**src/sdmc_regs.svh**
```systemverilog
// Purpose: Register offsets, field positions, reset values and timing counts
//          for the stereo DAC mode control block.
// Assumes: Eight-bit registers on the serial control port.
// Notes:   Definitions only; included by its bare name.
`ifndef SDMC_REGS_SVH
`define SDMC_REGS_SVH

// Register offsets on the serial control port.
`define SDMC_ADDR_RATE 8'h10
`define SDMC_ADDR_PSAVE_FMT 8'h11
`define SDMC_ADDR_OP_FILTER 8'h12
`define SDMC_ADDR_PHASE 8'h13
`define SDMC_ADDR_MUTE 8'h14
`define SDMC_ADDR_SILENCE 8'h15
`define SDMC_ADDR_ATT_FLAG 8'h16

// Field positions inside the registers.
`define SDMC_RATE_LSB 0
`define SDMC_PSAVE_BIT 7
`define SDMC_FMT_LSB 0
`define SDMC_OPDIS_BIT 4
`define SDMC_ROLLOFF_BIT 0
`define SDMC_PHASE_LSB 0
`define SDMC_MUTE_LSB 0
`define SDMC_SILENCE_LSB 0
`define SDMC_RANGE_BIT 7
`define SDMC_EMPH_LSB 4
`define SDMC_FNSEL_BIT 3
`define SDMC_COMB_BIT 1
`define SDMC_POL_BIT 0

// Reset values.
`define SDMC_RST_BIT 1'b0
`define SDMC_RST_PAIR 2'b00
`define SDMC_RST_FMT 3'b000
`define SDMC_RST_ATT_CODE 8'hFF

// Attenuator codes at and below which the channel is muted.
`define SDMC_FLOOR_FINE 8'h80
`define SDMC_FLOOR_WIDE 8'h9A

// Sample periods per attenuator step.
`define SDMC_STEP_SAMPLES 8

// System clocks per sample period that bound the rate classes.
`define SDMC_QUAD_BELOW 12'h0E0
`define SDMC_DUAL_BELOW 12'h1C0

`endif

```
**src/sdmc_pkg.sv**
```systemverilog
// Purpose: Types shared by the stereo DAC mode control block.
// Assumes: Nothing beyond SystemVerilog.
// Notes:   Constants live in sdmc_regs.svh.
`default_nettype none
package sdmc_pkg;

  // Rate class, encoded as the rate mode field forces it.
  typedef enum logic [1:0] {
    RC_AUTO = 2'b00,
    RC_SINGLE = 2'b01,
    RC_DUAL = 2'b10,
    RC_QUAD = 2'b11
  } sdmc_rate_t;

  // Analog output drive state, one-hot.
  typedef enum logic [2:0] {
    OM_NORMAL = 3'b001,
    OM_COMMON = 3'b010,
    OM_GROUND = 3'b100
  } sdmc_out_mode_t;

  // Settings consumed by the datapath.
  typedef struct packed {
    logic [2:0] serial_format_select;
    logic rolloff_select;
    logic [1:0] phase_invert;
    logic attenuation_range_select;
    logic [1:0] emphasis_rate_select;
  } sdmc_cfg_t;

endpackage
`default_nettype wire

```
**src/sdmc_ramp.sv**
```systemverilog
// Purpose: One channel of the digital attenuator with soft mute ramping.
// Assumes: sample_tick pulses once per sample period on the same clock.
// Notes:   Codes follow the attenuation level register; 8'hFF is 0 dB.
`timescale 1ns/10ps
`default_nettype none
`include "sdmc_regs.svh"
module sdmc_ramp
  import sdmc_pkg::*;
(
  input wire logic clk, // System clock.
  input wire logic rstn, // Synchronous reset, active low.
  input wire logic sample_tick, // One pulse per sample period.
  input wire logic range_wide, // One-decibel wide range when high.
  input wire logic mute_req, // Soft silence request for this channel.
  input wire logic [7:0] level, // Programmed attenuation code.
  output logic [7:0] code_q, // Present attenuator code.
  output logic muted_q // High while the channel is at infinite attenuation.
);

  logic [2:0] step_cnt_q;
  logic [7:0] floor_code;
  logic [7:0] target;
  logic step_now;

  // Mute wins over the programmed level; low codes sit at the floor.
  always_comb
  begin
    floor_code = range_wide ? `SDMC_FLOOR_WIDE : `SDMC_FLOOR_FINE;
    if (mute_req && code_q < floor_code) // RULE_12
      target = code_q;
    else if (mute_req) // RULE_12
      target = floor_code;
    else if (level < floor_code)
      target = floor_code;
    else
      target = level;
    step_now = sample_tick && (step_cnt_q == 3'(`SDMC_STEP_SAMPLES - 1));
  end

  // Counts sample periods between steps.
  always_ff @(posedge clk)
  begin
    if (!rstn)
      step_cnt_q <= 3'h0;
    else if (sample_tick)
      step_cnt_q <= step_cnt_q + 3'h1; // RULE_21
  end

  // Moves one code toward the target on each step, both ways alike.
  always_ff @(posedge clk)
  begin
    if (!rstn)
      code_q <= `SDMC_RST_ATT_CODE;
    else if (step_now && code_q > target)
      code_q <= code_q - 8'h01; // RULE_10
    else if (step_now && code_q < target)
      code_q <= code_q + 8'h01; // RULE_11
  end

  // Mute status follows the code reaching the floor.
  always_ff @(posedge clk)
  begin
    if (!rstn)
      muted_q <= 1'b0;
    else
      muted_q <= (code_q <= floor_code);
  end
endmodule
`default_nettype wire

```
**src/sdmc_top.sv**
```systemverilog
// Purpose: Mode control of a stereo delta-sigma DAC: rate class, format,
//          operation disable, filter, phase, soft mute, de-emphasis and
//          silence flag pins.
// Assumes: clk is the system clock; sample_clk_in is the asynchronous
//          sample clock pin; silence detects come from same-clock logic.
// Notes:   Register reads return one cycle after the address is presented.
`timescale 1ns/10ps
`default_nettype none
`include "sdmc_regs.svh"
// Functional notes
// [RULE_01] Auto mode classifies clock ratio into rate
// [RULE_02] Rate field: auto, single, dual, quad
// [RULE_03] Power-save select picks disable flavour
// [RULE_04] Three-bit field selects serial audio format
// [RULE_05] Disable cuts input and resets data
// [RULE_06] Disable drives common mode or ground
// [RULE_07] Registers stay accessible while disabled
// [RULE_08] Roll-off bit: sharp or slow
// [RULE_09] Phase bits invert left and right
// [RULE_10] Soft mute ramps attenuator down
// [RULE_11] Unmute ramps back to programmed level
// [RULE_12] Mute overrides programmed attenuation
// [RULE_13] Read-only live per-channel silence status
// [RULE_14] Range bit: half-dB fine or one-dB wide
// [RULE_15] Two-bit field picks de-emphasis curve
// [RULE_16] Flag two pin: flag or analog mute
// [RULE_17] Combination: separate, or OR and AND
// [RULE_18] Reserved bits unused, written as zero
// [RULE_19] All fields reset to zero
// [RULE_20] Polarity: high or low on detection
// [RULE_21] One attenuator step per eight samples
// [RULE_22] Combine channels first, then apply polarity
module sdmc_top
  import sdmc_pkg::*;
(
  input wire logic clk, // System clock.
  input wire logic rstn, // Synchronous reset, active low.
  input wire logic reg_wr, // Write strobe from the serial control port.
  input wire logic [7:0] reg_addr, // Register offset.
  input wire logic [7:0] reg_wdata, // Write data.
  output logic [7:0] reg_rdata_q, // Read data for last cycle's address.
  input wire logic sample_clk_in, // Sample clock pin, asynchronous.
  input wire logic silence_left, // Left channel zero input detected.
  input wire logic silence_right, // Right channel zero input detected.
  input wire logic analog_silence_status, // Analog mute circuit state.
  input wire logic [7:0] att_level_left, // Programmed left attenuation code.
  input wire logic [7:0] att_level_right, // Programmed right attenuation code.
  output sdmc_cfg_t cfg_q, // Format, filter, phase, range, emphasis.
  output sdmc_rate_t rate_class_q, // Active rate class.
  output sdmc_out_mode_t out_mode_q, // Analog output drive state.
  output logic input_disconnect_q, // Serial audio input cut off.
  output logic data_reset_q, // Internal DAC data held in reset.
  output logic power_down_q, // DAC in power-down.
  output logic [7:0] att_code_left, // Left attenuator code.
  output logic [7:0] att_code_right, // Right attenuator code.
  output logic muted_left, // Left at infinite attenuation.
  output logic muted_right, // Right at infinite attenuation.
  output logic silence_flag_one_q, // First silence flag pin.
  output logic silence_flag_two_q // Second silence flag pin.
);

  // Maps a sample period in system clocks onto a rate class.
  function automatic sdmc_rate_t sdmc_rate_of(input logic [11:0] period);
    if (period < `SDMC_QUAD_BELOW)
      sdmc_rate_of = RC_QUAD;
    else if (period < `SDMC_DUAL_BELOW)
      sdmc_rate_of = RC_DUAL;
    else
      sdmc_rate_of = RC_SINGLE;
  endfunction

  logic [1:0] rate_class_select_q;
  logic powerdown_on_disable_select_q;
  logic operation_disable_q;
  logic [1:0] soft_silence_request_q;
  logic flag_pin_function_select_q;
  logic flag_combination_select_q;
  logic flag_polarity_select_q;
  logic smp_meta_q;
  logic smp_sync_q;
  logic smp_prev_q;
  logic sample_tick_q;
  logic [11:0] period_cnt_q;
  sdmc_rate_t detected_rate_q;
  logic flag_one_raw;
  logic flag_two_raw;
  logic [7:0] rd_value;

  // Register writes; reserved bits are dropped and the port works in
  // every operating state, including power-down.
  always_ff @(posedge clk)
  begin
    if (!rstn)
    begin
      rate_class_select_q <= `SDMC_RST_PAIR; // RULE_19
      powerdown_on_disable_select_q <= `SDMC_RST_BIT;
      operation_disable_q <= `SDMC_RST_BIT;
      soft_silence_request_q <= `SDMC_RST_PAIR;
      flag_pin_function_select_q <= `SDMC_RST_BIT;
      flag_combination_select_q <= `SDMC_RST_BIT;
      flag_polarity_select_q <= `SDMC_RST_BIT;
      cfg_q.serial_format_select <= `SDMC_RST_FMT;
      cfg_q.rolloff_select <= `SDMC_RST_BIT;
      cfg_q.phase_invert <= `SDMC_RST_PAIR;
      cfg_q.attenuation_range_select <= `SDMC_RST_BIT;
      cfg_q.emphasis_rate_select <= `SDMC_RST_PAIR;
    end
    else if (reg_wr) // RULE_07
    begin
      case (reg_addr)
        `SDMC_ADDR_RATE:
          rate_class_select_q <= reg_wdata[`SDMC_RATE_LSB +: 2]; // RULE_02
        `SDMC_ADDR_PSAVE_FMT:
        begin
          powerdown_on_disable_select_q <= reg_wdata[`SDMC_PSAVE_BIT];
          cfg_q.serial_format_select <= reg_wdata[`SDMC_FMT_LSB +: 3]; // RULE_04
        end
        `SDMC_ADDR_OP_FILTER:
        begin
          operation_disable_q <= reg_wdata[`SDMC_OPDIS_BIT];
          cfg_q.rolloff_select <= reg_wdata[`SDMC_ROLLOFF_BIT]; // RULE_08
        end
        `SDMC_ADDR_PHASE:
          cfg_q.phase_invert <= reg_wdata[`SDMC_PHASE_LSB +: 2]; // RULE_09
        `SDMC_ADDR_MUTE:
          soft_silence_request_q <= reg_wdata[`SDMC_MUTE_LSB +: 2];
        `SDMC_ADDR_ATT_FLAG:
        begin
          cfg_q.attenuation_range_select <= reg_wdata[`SDMC_RANGE_BIT]; // RULE_14
          cfg_q.emphasis_rate_select <= reg_wdata[`SDMC_EMPH_LSB +: 2]; // RULE_15
          flag_pin_function_select_q <= reg_wdata[`SDMC_FNSEL_BIT];
          flag_combination_select_q <= reg_wdata[`SDMC_COMB_BIT];
          flag_polarity_select_q <= reg_wdata[`SDMC_POL_BIT];
        end
        default:
        begin
        end
      endcase
    end
  end

  // Read multiplexer; reserved bits and unmapped offsets read as zero.
  always_comb
  begin
    rd_value = 8'h00; // RULE_18
    case (reg_addr)
      `SDMC_ADDR_RATE:
        rd_value[`SDMC_RATE_LSB +: 2] = rate_class_select_q;
      `SDMC_ADDR_PSAVE_FMT:
      begin
        rd_value[`SDMC_PSAVE_BIT] = powerdown_on_disable_select_q;
        rd_value[`SDMC_FMT_LSB +: 3] = cfg_q.serial_format_select;
      end
      `SDMC_ADDR_OP_FILTER:
      begin
        rd_value[`SDMC_OPDIS_BIT] = operation_disable_q;
        rd_value[`SDMC_ROLLOFF_BIT] = cfg_q.rolloff_select;
      end
      `SDMC_ADDR_PHASE:
        rd_value[`SDMC_PHASE_LSB +: 2] = cfg_q.phase_invert;
      `SDMC_ADDR_MUTE:
        rd_value[`SDMC_MUTE_LSB +: 2] = soft_silence_request_q;
      `SDMC_ADDR_SILENCE:
        rd_value[`SDMC_SILENCE_LSB +: 2] = {silence_right, silence_left}; // RULE_13
      `SDMC_ADDR_ATT_FLAG:
      begin
        rd_value[`SDMC_RANGE_BIT] = cfg_q.attenuation_range_select;
        rd_value[`SDMC_EMPH_LSB +: 2] = cfg_q.emphasis_rate_select;
        rd_value[`SDMC_FNSEL_BIT] = flag_pin_function_select_q;
        rd_value[`SDMC_COMB_BIT] = flag_combination_select_q;
        rd_value[`SDMC_POL_BIT] = flag_polarity_select_q;
      end
      default:
        rd_value = 8'h00;
    endcase
  end

  // Registered read data.
  always_ff @(posedge clk)
  begin
    if (!rstn)
      reg_rdata_q <= 8'h00;
    else
      reg_rdata_q <= rd_value;
  end

  // Two-stage synchroniser on the sample clock pin, then edge detect.
  always_ff @(posedge clk)
  begin
    if (!rstn)
    begin
      smp_meta_q <= 1'b0;
      smp_sync_q <= 1'b0;
      smp_prev_q <= 1'b0;
      sample_tick_q <= 1'b0;
    end
    else
    begin
      smp_meta_q <= sample_clk_in;
      smp_sync_q <= smp_meta_q;
      smp_prev_q <= smp_sync_q;
      sample_tick_q <= smp_sync_q && !smp_prev_q;
    end
  end

  // Measures system clocks per sample period; idles at zero until the first
  // edge so a partial period after reset is never classified, and saturates
  // if the sample clock stops.
  always_ff @(posedge clk)
  begin
    if (!rstn)
      period_cnt_q <= 12'h000;
    else if (sample_tick_q)
      period_cnt_q <= 12'h001;
    else if (period_cnt_q != 12'h000 && period_cnt_q != 12'hFFF)
      period_cnt_q <= period_cnt_q + 12'h001;
  end

  // Classifies each completed period.
  always_ff @(posedge clk)
  begin
    if (!rstn)
      detected_rate_q <= RC_SINGLE;
    else if (sample_tick_q && period_cnt_q != 12'h000)
      detected_rate_q <= sdmc_rate_of(period_cnt_q); // RULE_01
  end

  // Active rate class: forced by the field or taken from detection.
  always_ff @(posedge clk)
  begin
    if (!rstn)
      rate_class_q <= RC_SINGLE;
    else if (rate_class_select_q == RC_AUTO)
      rate_class_q <= detected_rate_q; // RULE_01
    else
      rate_class_q <= sdmc_rate_t'(rate_class_select_q); // RULE_02
  end

  // Operation disable: cut input, reset data, pick drive and power state.
  always_ff @(posedge clk)
  begin
    if (!rstn)
    begin
      out_mode_q <= OM_NORMAL;
      input_disconnect_q <= 1'b0;
      data_reset_q <= 1'b0;
      power_down_q <= 1'b0;
    end
    else
    begin
      input_disconnect_q <= operation_disable_q; // RULE_05
      data_reset_q <= operation_disable_q; // RULE_05
      power_down_q <= operation_disable_q && !powerdown_on_disable_select_q; // RULE_03
      case ({operation_disable_q, powerdown_on_disable_select_q})
        2'b10: out_mode_q <= OM_GROUND; // RULE_06
        2'b11: out_mode_q <= OM_COMMON; // RULE_06
        default: out_mode_q <= OM_NORMAL;
      endcase
    end
  end

  // Per-channel attenuators carrying the soft silence ramps.
  sdmc_ramp u_ramp_left (
    .clk(clk),
    .rstn(rstn),
    .sample_tick(sample_tick_q),
    .range_wide(cfg_q.attenuation_range_select),
    .mute_req(soft_silence_request_q[0]),
    .level(att_level_left),
    .code_q(att_code_left),
    .muted_q(muted_left)
  );

  sdmc_ramp u_ramp_right (
    .clk(clk),
    .rstn(rstn),
    .sample_tick(sample_tick_q),
    .range_wide(cfg_q.attenuation_range_select),
    .mute_req(soft_silence_request_q[1]),
    .level(att_level_right),
    .code_q(att_code_right),
    .muted_q(muted_right)
  );

  // Channel combination comes first, polarity after it.
  always_comb
  begin
    if (flag_combination_select_q) // RULE_17
    begin
      flag_one_raw = silence_left || silence_right;
      flag_two_raw = silence_left && silence_right;
    end
    else
    begin
      flag_one_raw = silence_left;
      flag_two_raw = silence_right;
    end
  end

  // Flag pins; the second may carry analog mute status instead.
  always_ff @(posedge clk)
  begin
    if (!rstn)
    begin
      silence_flag_one_q <= 1'b0;
      silence_flag_two_q <= 1'b0;
    end
    else
    begin
      silence_flag_one_q <= flag_one_raw ^ flag_polarity_select_q; // RULE_22
      if (flag_pin_function_select_q)
        silence_flag_two_q <= analog_silence_status; // RULE_16
      else
        silence_flag_two_q <= flag_two_raw ^ flag_polarity_select_q; // RULE_20
    end
  end
endmodule
`default_nettype wire

```
**config.mk**
```make
export PLATFORM = sky130hd
export DESIGN_NAME = sdmc_top
export DESIGN_NICKNAME = d
export VERILOG_FILES = /design/src/sdmc_pkg.sv /design/src/sdmc_ramp.sv /design/src/sdmc_top.sv
export VERILOG_INCLUDE_DIRS = /design/src
export SDC_FILE = /design/constraint.sdc
export NUM_CORES = 1
export LEC_CHECK = 0
export ABC_AREA = 1
export BUFFER_PORTS_ARGS = -buffer_cell sky130_fd_sc_hd__buf_2
export CAP_MARGIN = 20
export CORE_MARGIN = 2
export CORE_UTILIZATION = 60
export CTS_BUF_LIST = sky130_fd_sc_hd__clkbuf_4
export DETAILED_ROUTE_END_ITERATION = 16
export PLACE_DENSITY = 0.83
export REMOVE_ABC_BUFFERS = 1
export SLEW_MARGIN = 20
export SYNTH_ARGS = -nofsm -noshare
export SYNTH_HDL_FRONTEND = slang
export SYNTH_SLANG_ARGS = --single-unit
export TNS_END_PERCENT = 20
```
**constraint.sdc**
```tcl
create_clock -name clk -period 9.85 [get_ports clk]
set_input_delay 1.4775 -clock clk [delete_from_list [all_inputs] [get_ports clk]]
set_output_delay 1.4775 -clock clk [all_outputs]
set_load 0.01 [all_outputs]
```
==> out/qor.csv <==
stage,metric,value,unit
synth,synth_top_area_share,31.5,%
synth,ys_seq_elements,75,
critical_path,r2r_start,cfg_q[2],
critical_path,r2r_cells,27,
critical_path,crit_buf_inv,7,
cts,cts_tree,done,
synth,syn_area,4770,sq um
cts,clock_latency,0.41,ns
detailed_routing,postRouteAntennaNets,0,
synth,synth_edf_count,0,
sta,final-hold-violation-count,0,
sta,final.setup_skew,0.0169,ns
placement,pre_cts_ws,5.01,ns
critical_path,cpMaxStageDelayCell,dfxtp_1,
detailed_routing,drtIter0Drc,199,
cts,cts_resized,0,
synth,yosysUniqueCellTypes,47,
detailed_routing,wl,11300,microns
floorplan,core,7730,sq um
layout,diodes,0,
synth,synthFlopType,dfxtp_1,
sta,hold_slack,0.402,ns
critical_path,worst_ep_required_time,10.12,ns
grt,antenna_found_initial,0,
hold_path,hold_path_end,sample_tick_q,
sta,finalMaxSlewViolations,0,
floorplan,initial_utilization,61.7,%
layout,syn_to_final_growth,13.4,%
pwr,powerDensity,111,nW/um^2
synth,yosys-top-cells-count,"148 x nand2_1, 106 x inv_1, 75 x dfxtp_1, 53 x nand3_1, 50 x nor2_1",
grt,grt_overflow,0,
run,drv_cap,0,
synth,synth-seq-area-share,31.5,%
synth,yosys_warnings,0,
synth,synth_area_leaders,"dfxtp_1 31%, nand2_1 12%, ha_1 12%, inv_1 8.3%, nand3_1 5.6%",
cts,path_clk_slew,0.14,ns
sta,fmax,218,MHz
critical_path,cp_common_cell,nand2_1,
critical_path,r2r_slack,5.26,ns
cts,hold_buffers,0,
sta,fin_crit,4.59,ns
layout,layout.nets,846,
pwr,ir_drop,0.122,mV
sta,setup_viol,0,
critical_path,cp_max_fo,9,
detailed_routing,routed_via_density,5.43,
detailed_routing,wl_per_cell,13.1,microns
detailed_routing,route.detailed.drc,0,
sta,relSlewSlack,45.5,%
synth,syn_area_per_cell,7.01,sq um
floorplan,num_rows,32,
synth,syn_inst,680,
detailed_routing,via_count,4713,
hold_path,hold_start,smp_prev_q,
critical_path,startpoint_type,flop,
layout,drive_gt1_share,16.2,%
cts,cts_root_buf,clkbuf_4,
grt,grt_pass1_wl,19100,microns
hold_path,whs_path_depth,1,
critical_path,critPathTopFamily,simple AND/OR/NAND/NOR gates,
floorplan,die_y,93.1,microns
grt,grt.total_usage,26.8,%
synth,synth_most_common_cell,nand2_1,
critical_path,crit_path_end_kind,flop,
critical_path,r2r-end,u_ramp_right.code_q[7],
grt,grt_pass1_vias,4358,
sta,fin_crit_sh,46.6,%
critical_path,critPathMaxStageDelay,0.63,ns
critical_path,path_class,reg2reg,
sta,rsz0062_at_grt,false,
sta,fin_ws,5.26,ns
floorplan,die_w,93.1,microns
floorplan,pin_count,84,
cts,cts_buffers,9,
cts,cts_sinks,75,
grt,grt_max_degree,48,
sta,worst_slew_pin_slew,0.817,ns
sta,fin_setup_tns,0,ns
pwr,power_leakage,2.80,nW
cts,cts_buffer_depth,2,
placement,portBuffers,81,
synth,synth_top_area_cell,dfxtp_1,
synth,async_reset_ff_share,0,%
floorplan,dieArea,8680,sq um
critical_path,crit_arrival,4.86,ns
detailed_routing,drt-pass1-iter-count,5,
outcome,status,completed,
cts,post_cts_buffers,0,
placement,gp_congestion,0.948,
placement,post-dp-hpwl,8580,microns
cts,htree_levels,3,
hold_path,holdCritPathClass,reg2reg,
-- worst max-delay path by stage --
stage / slack, ns / depth (start not counted) / to / start
2_1_floorplan: 5.60 / 19 / u_ramp_right.code_q[3] / att_level_right[4]
3_3_place_gp: 5.18 / 24 / u_ramp_right.code_q[7] / att_level_right[4]
3_5_place_dp: 5.01 / 24 / u_ramp_right.code_q[7] / att_level_right[4]
4_1_cts: 5.33 / 27 / u_ramp_right.code_q[7] / cfg_q[2]
5_1_grt: 4.81 / 27 / u_ramp_right.code_q[7] / cfg_q[2]
6_report: 5.26 / 27 / u_ramp_right.code_q[7] / cfg_q[2]
-- placed cells by master, fill, tap and decap left out, types with 3 or more instances in the layout --
cell	instances
nand2_2	5
a21o_1	4
inv_1	106
nand2_1	148
nor3_1	12
o21ai_0	39
nand4_1	11
a21oi_1	48
nand3_2	4
buf_2	81
nand3b_1	4
nor2_1	50
or2_1	7
xnor2_1	4
o21ai_1	4
inv_2	4
clkbuf_4	10
or2_2	3
ha_1	44
nand3_1	53
dfxtp_1	75
xor2_1	12
-- per-layer routing --
metal	part of all wire [%]	GRT usage, %	routed length (microns)	up-vias
li1	-	-	-	2378
met1	45	34.1	5120	2151
met2	48	46.7	5420	171
met3	6.1	5.08	686	13
met4	0.86	7.23	97	0
met5	0	0	0	-
-- stage by stage --
step / total power, mW / utilization (%) / std cells / cell area [sq um]
2_1_floorplan: 0.361 / - / 669 / 4710
3_3_place_gp: 0.382 / 67.9 / 852 / 5240
3_5_place_dp: 0.386 / 67.9 / 852 / 5240
4_1_cts: 0.605 / 70.0 / 868 / 5410
5_1_grt: 0.626 / 70.0 / 868 / 5410
6_report: 0.600 / 70.0 / 868 / 5410
-- worst register-to-register path: cells and delay by family, from the launching register on --
family                     cells  cell delay, ns
AOI/OAI and AO/OA              5            0.85
adders and majority gates      3            1.01
and+or+nand+nor               12            1.03
DFF                            1            0.63
buffers and inverters          7            0.94
-- sequential cells by signal, indices dropped and copies added, names as in the netlist, 3 cells and up --
signal                   count
cfg_q                        9
out_mode_q                   3
period_cnt_q                12
reg_rdata_q                  7
u_ramp_left.code_q           8
u_ramp_left.step_cnt_q       3
u_ramp_right.code_q          8
u_ramp_right.step_cnt_q      3
-- power by group --
part | total, mW | internal, mW | switching, mW
combinational | 0.0688 | 0.0250 | 0.0438
clock | 0.220 | 0.106 | 0.113
sequential | 0.312 | 0.308 | 0.00410
-- cells by family (layout without fill, tap and decap cells) --
family                     count (synthesis)  in the layout  share of synthesized area [%]
AOI/OAI and AO/OA                        112            112                           13.0
adders and majority gates                 46             46                           12.4
xor gates and xnor gates                  16             16                           2.94
and+or+nand+nor                          308            308                           30.2
DFF                                       75             75                           31.5
buffers and inverters                    122            208                           9.94
other                                      1              1                         0.0786
-- cell type report --
cell class	instances	area (sq um)
Fill cell	644	2320
Tap cell	102	128
Clock inverter	6	90.1
Clock buffer	10	75.1
Inverter	111	417
Sequential cell	75	1500
Timing Repair Buffer	81	405
Multi-Input combinational cell	483	2790
Note: power is estimated with default switching activity, not from simulation.
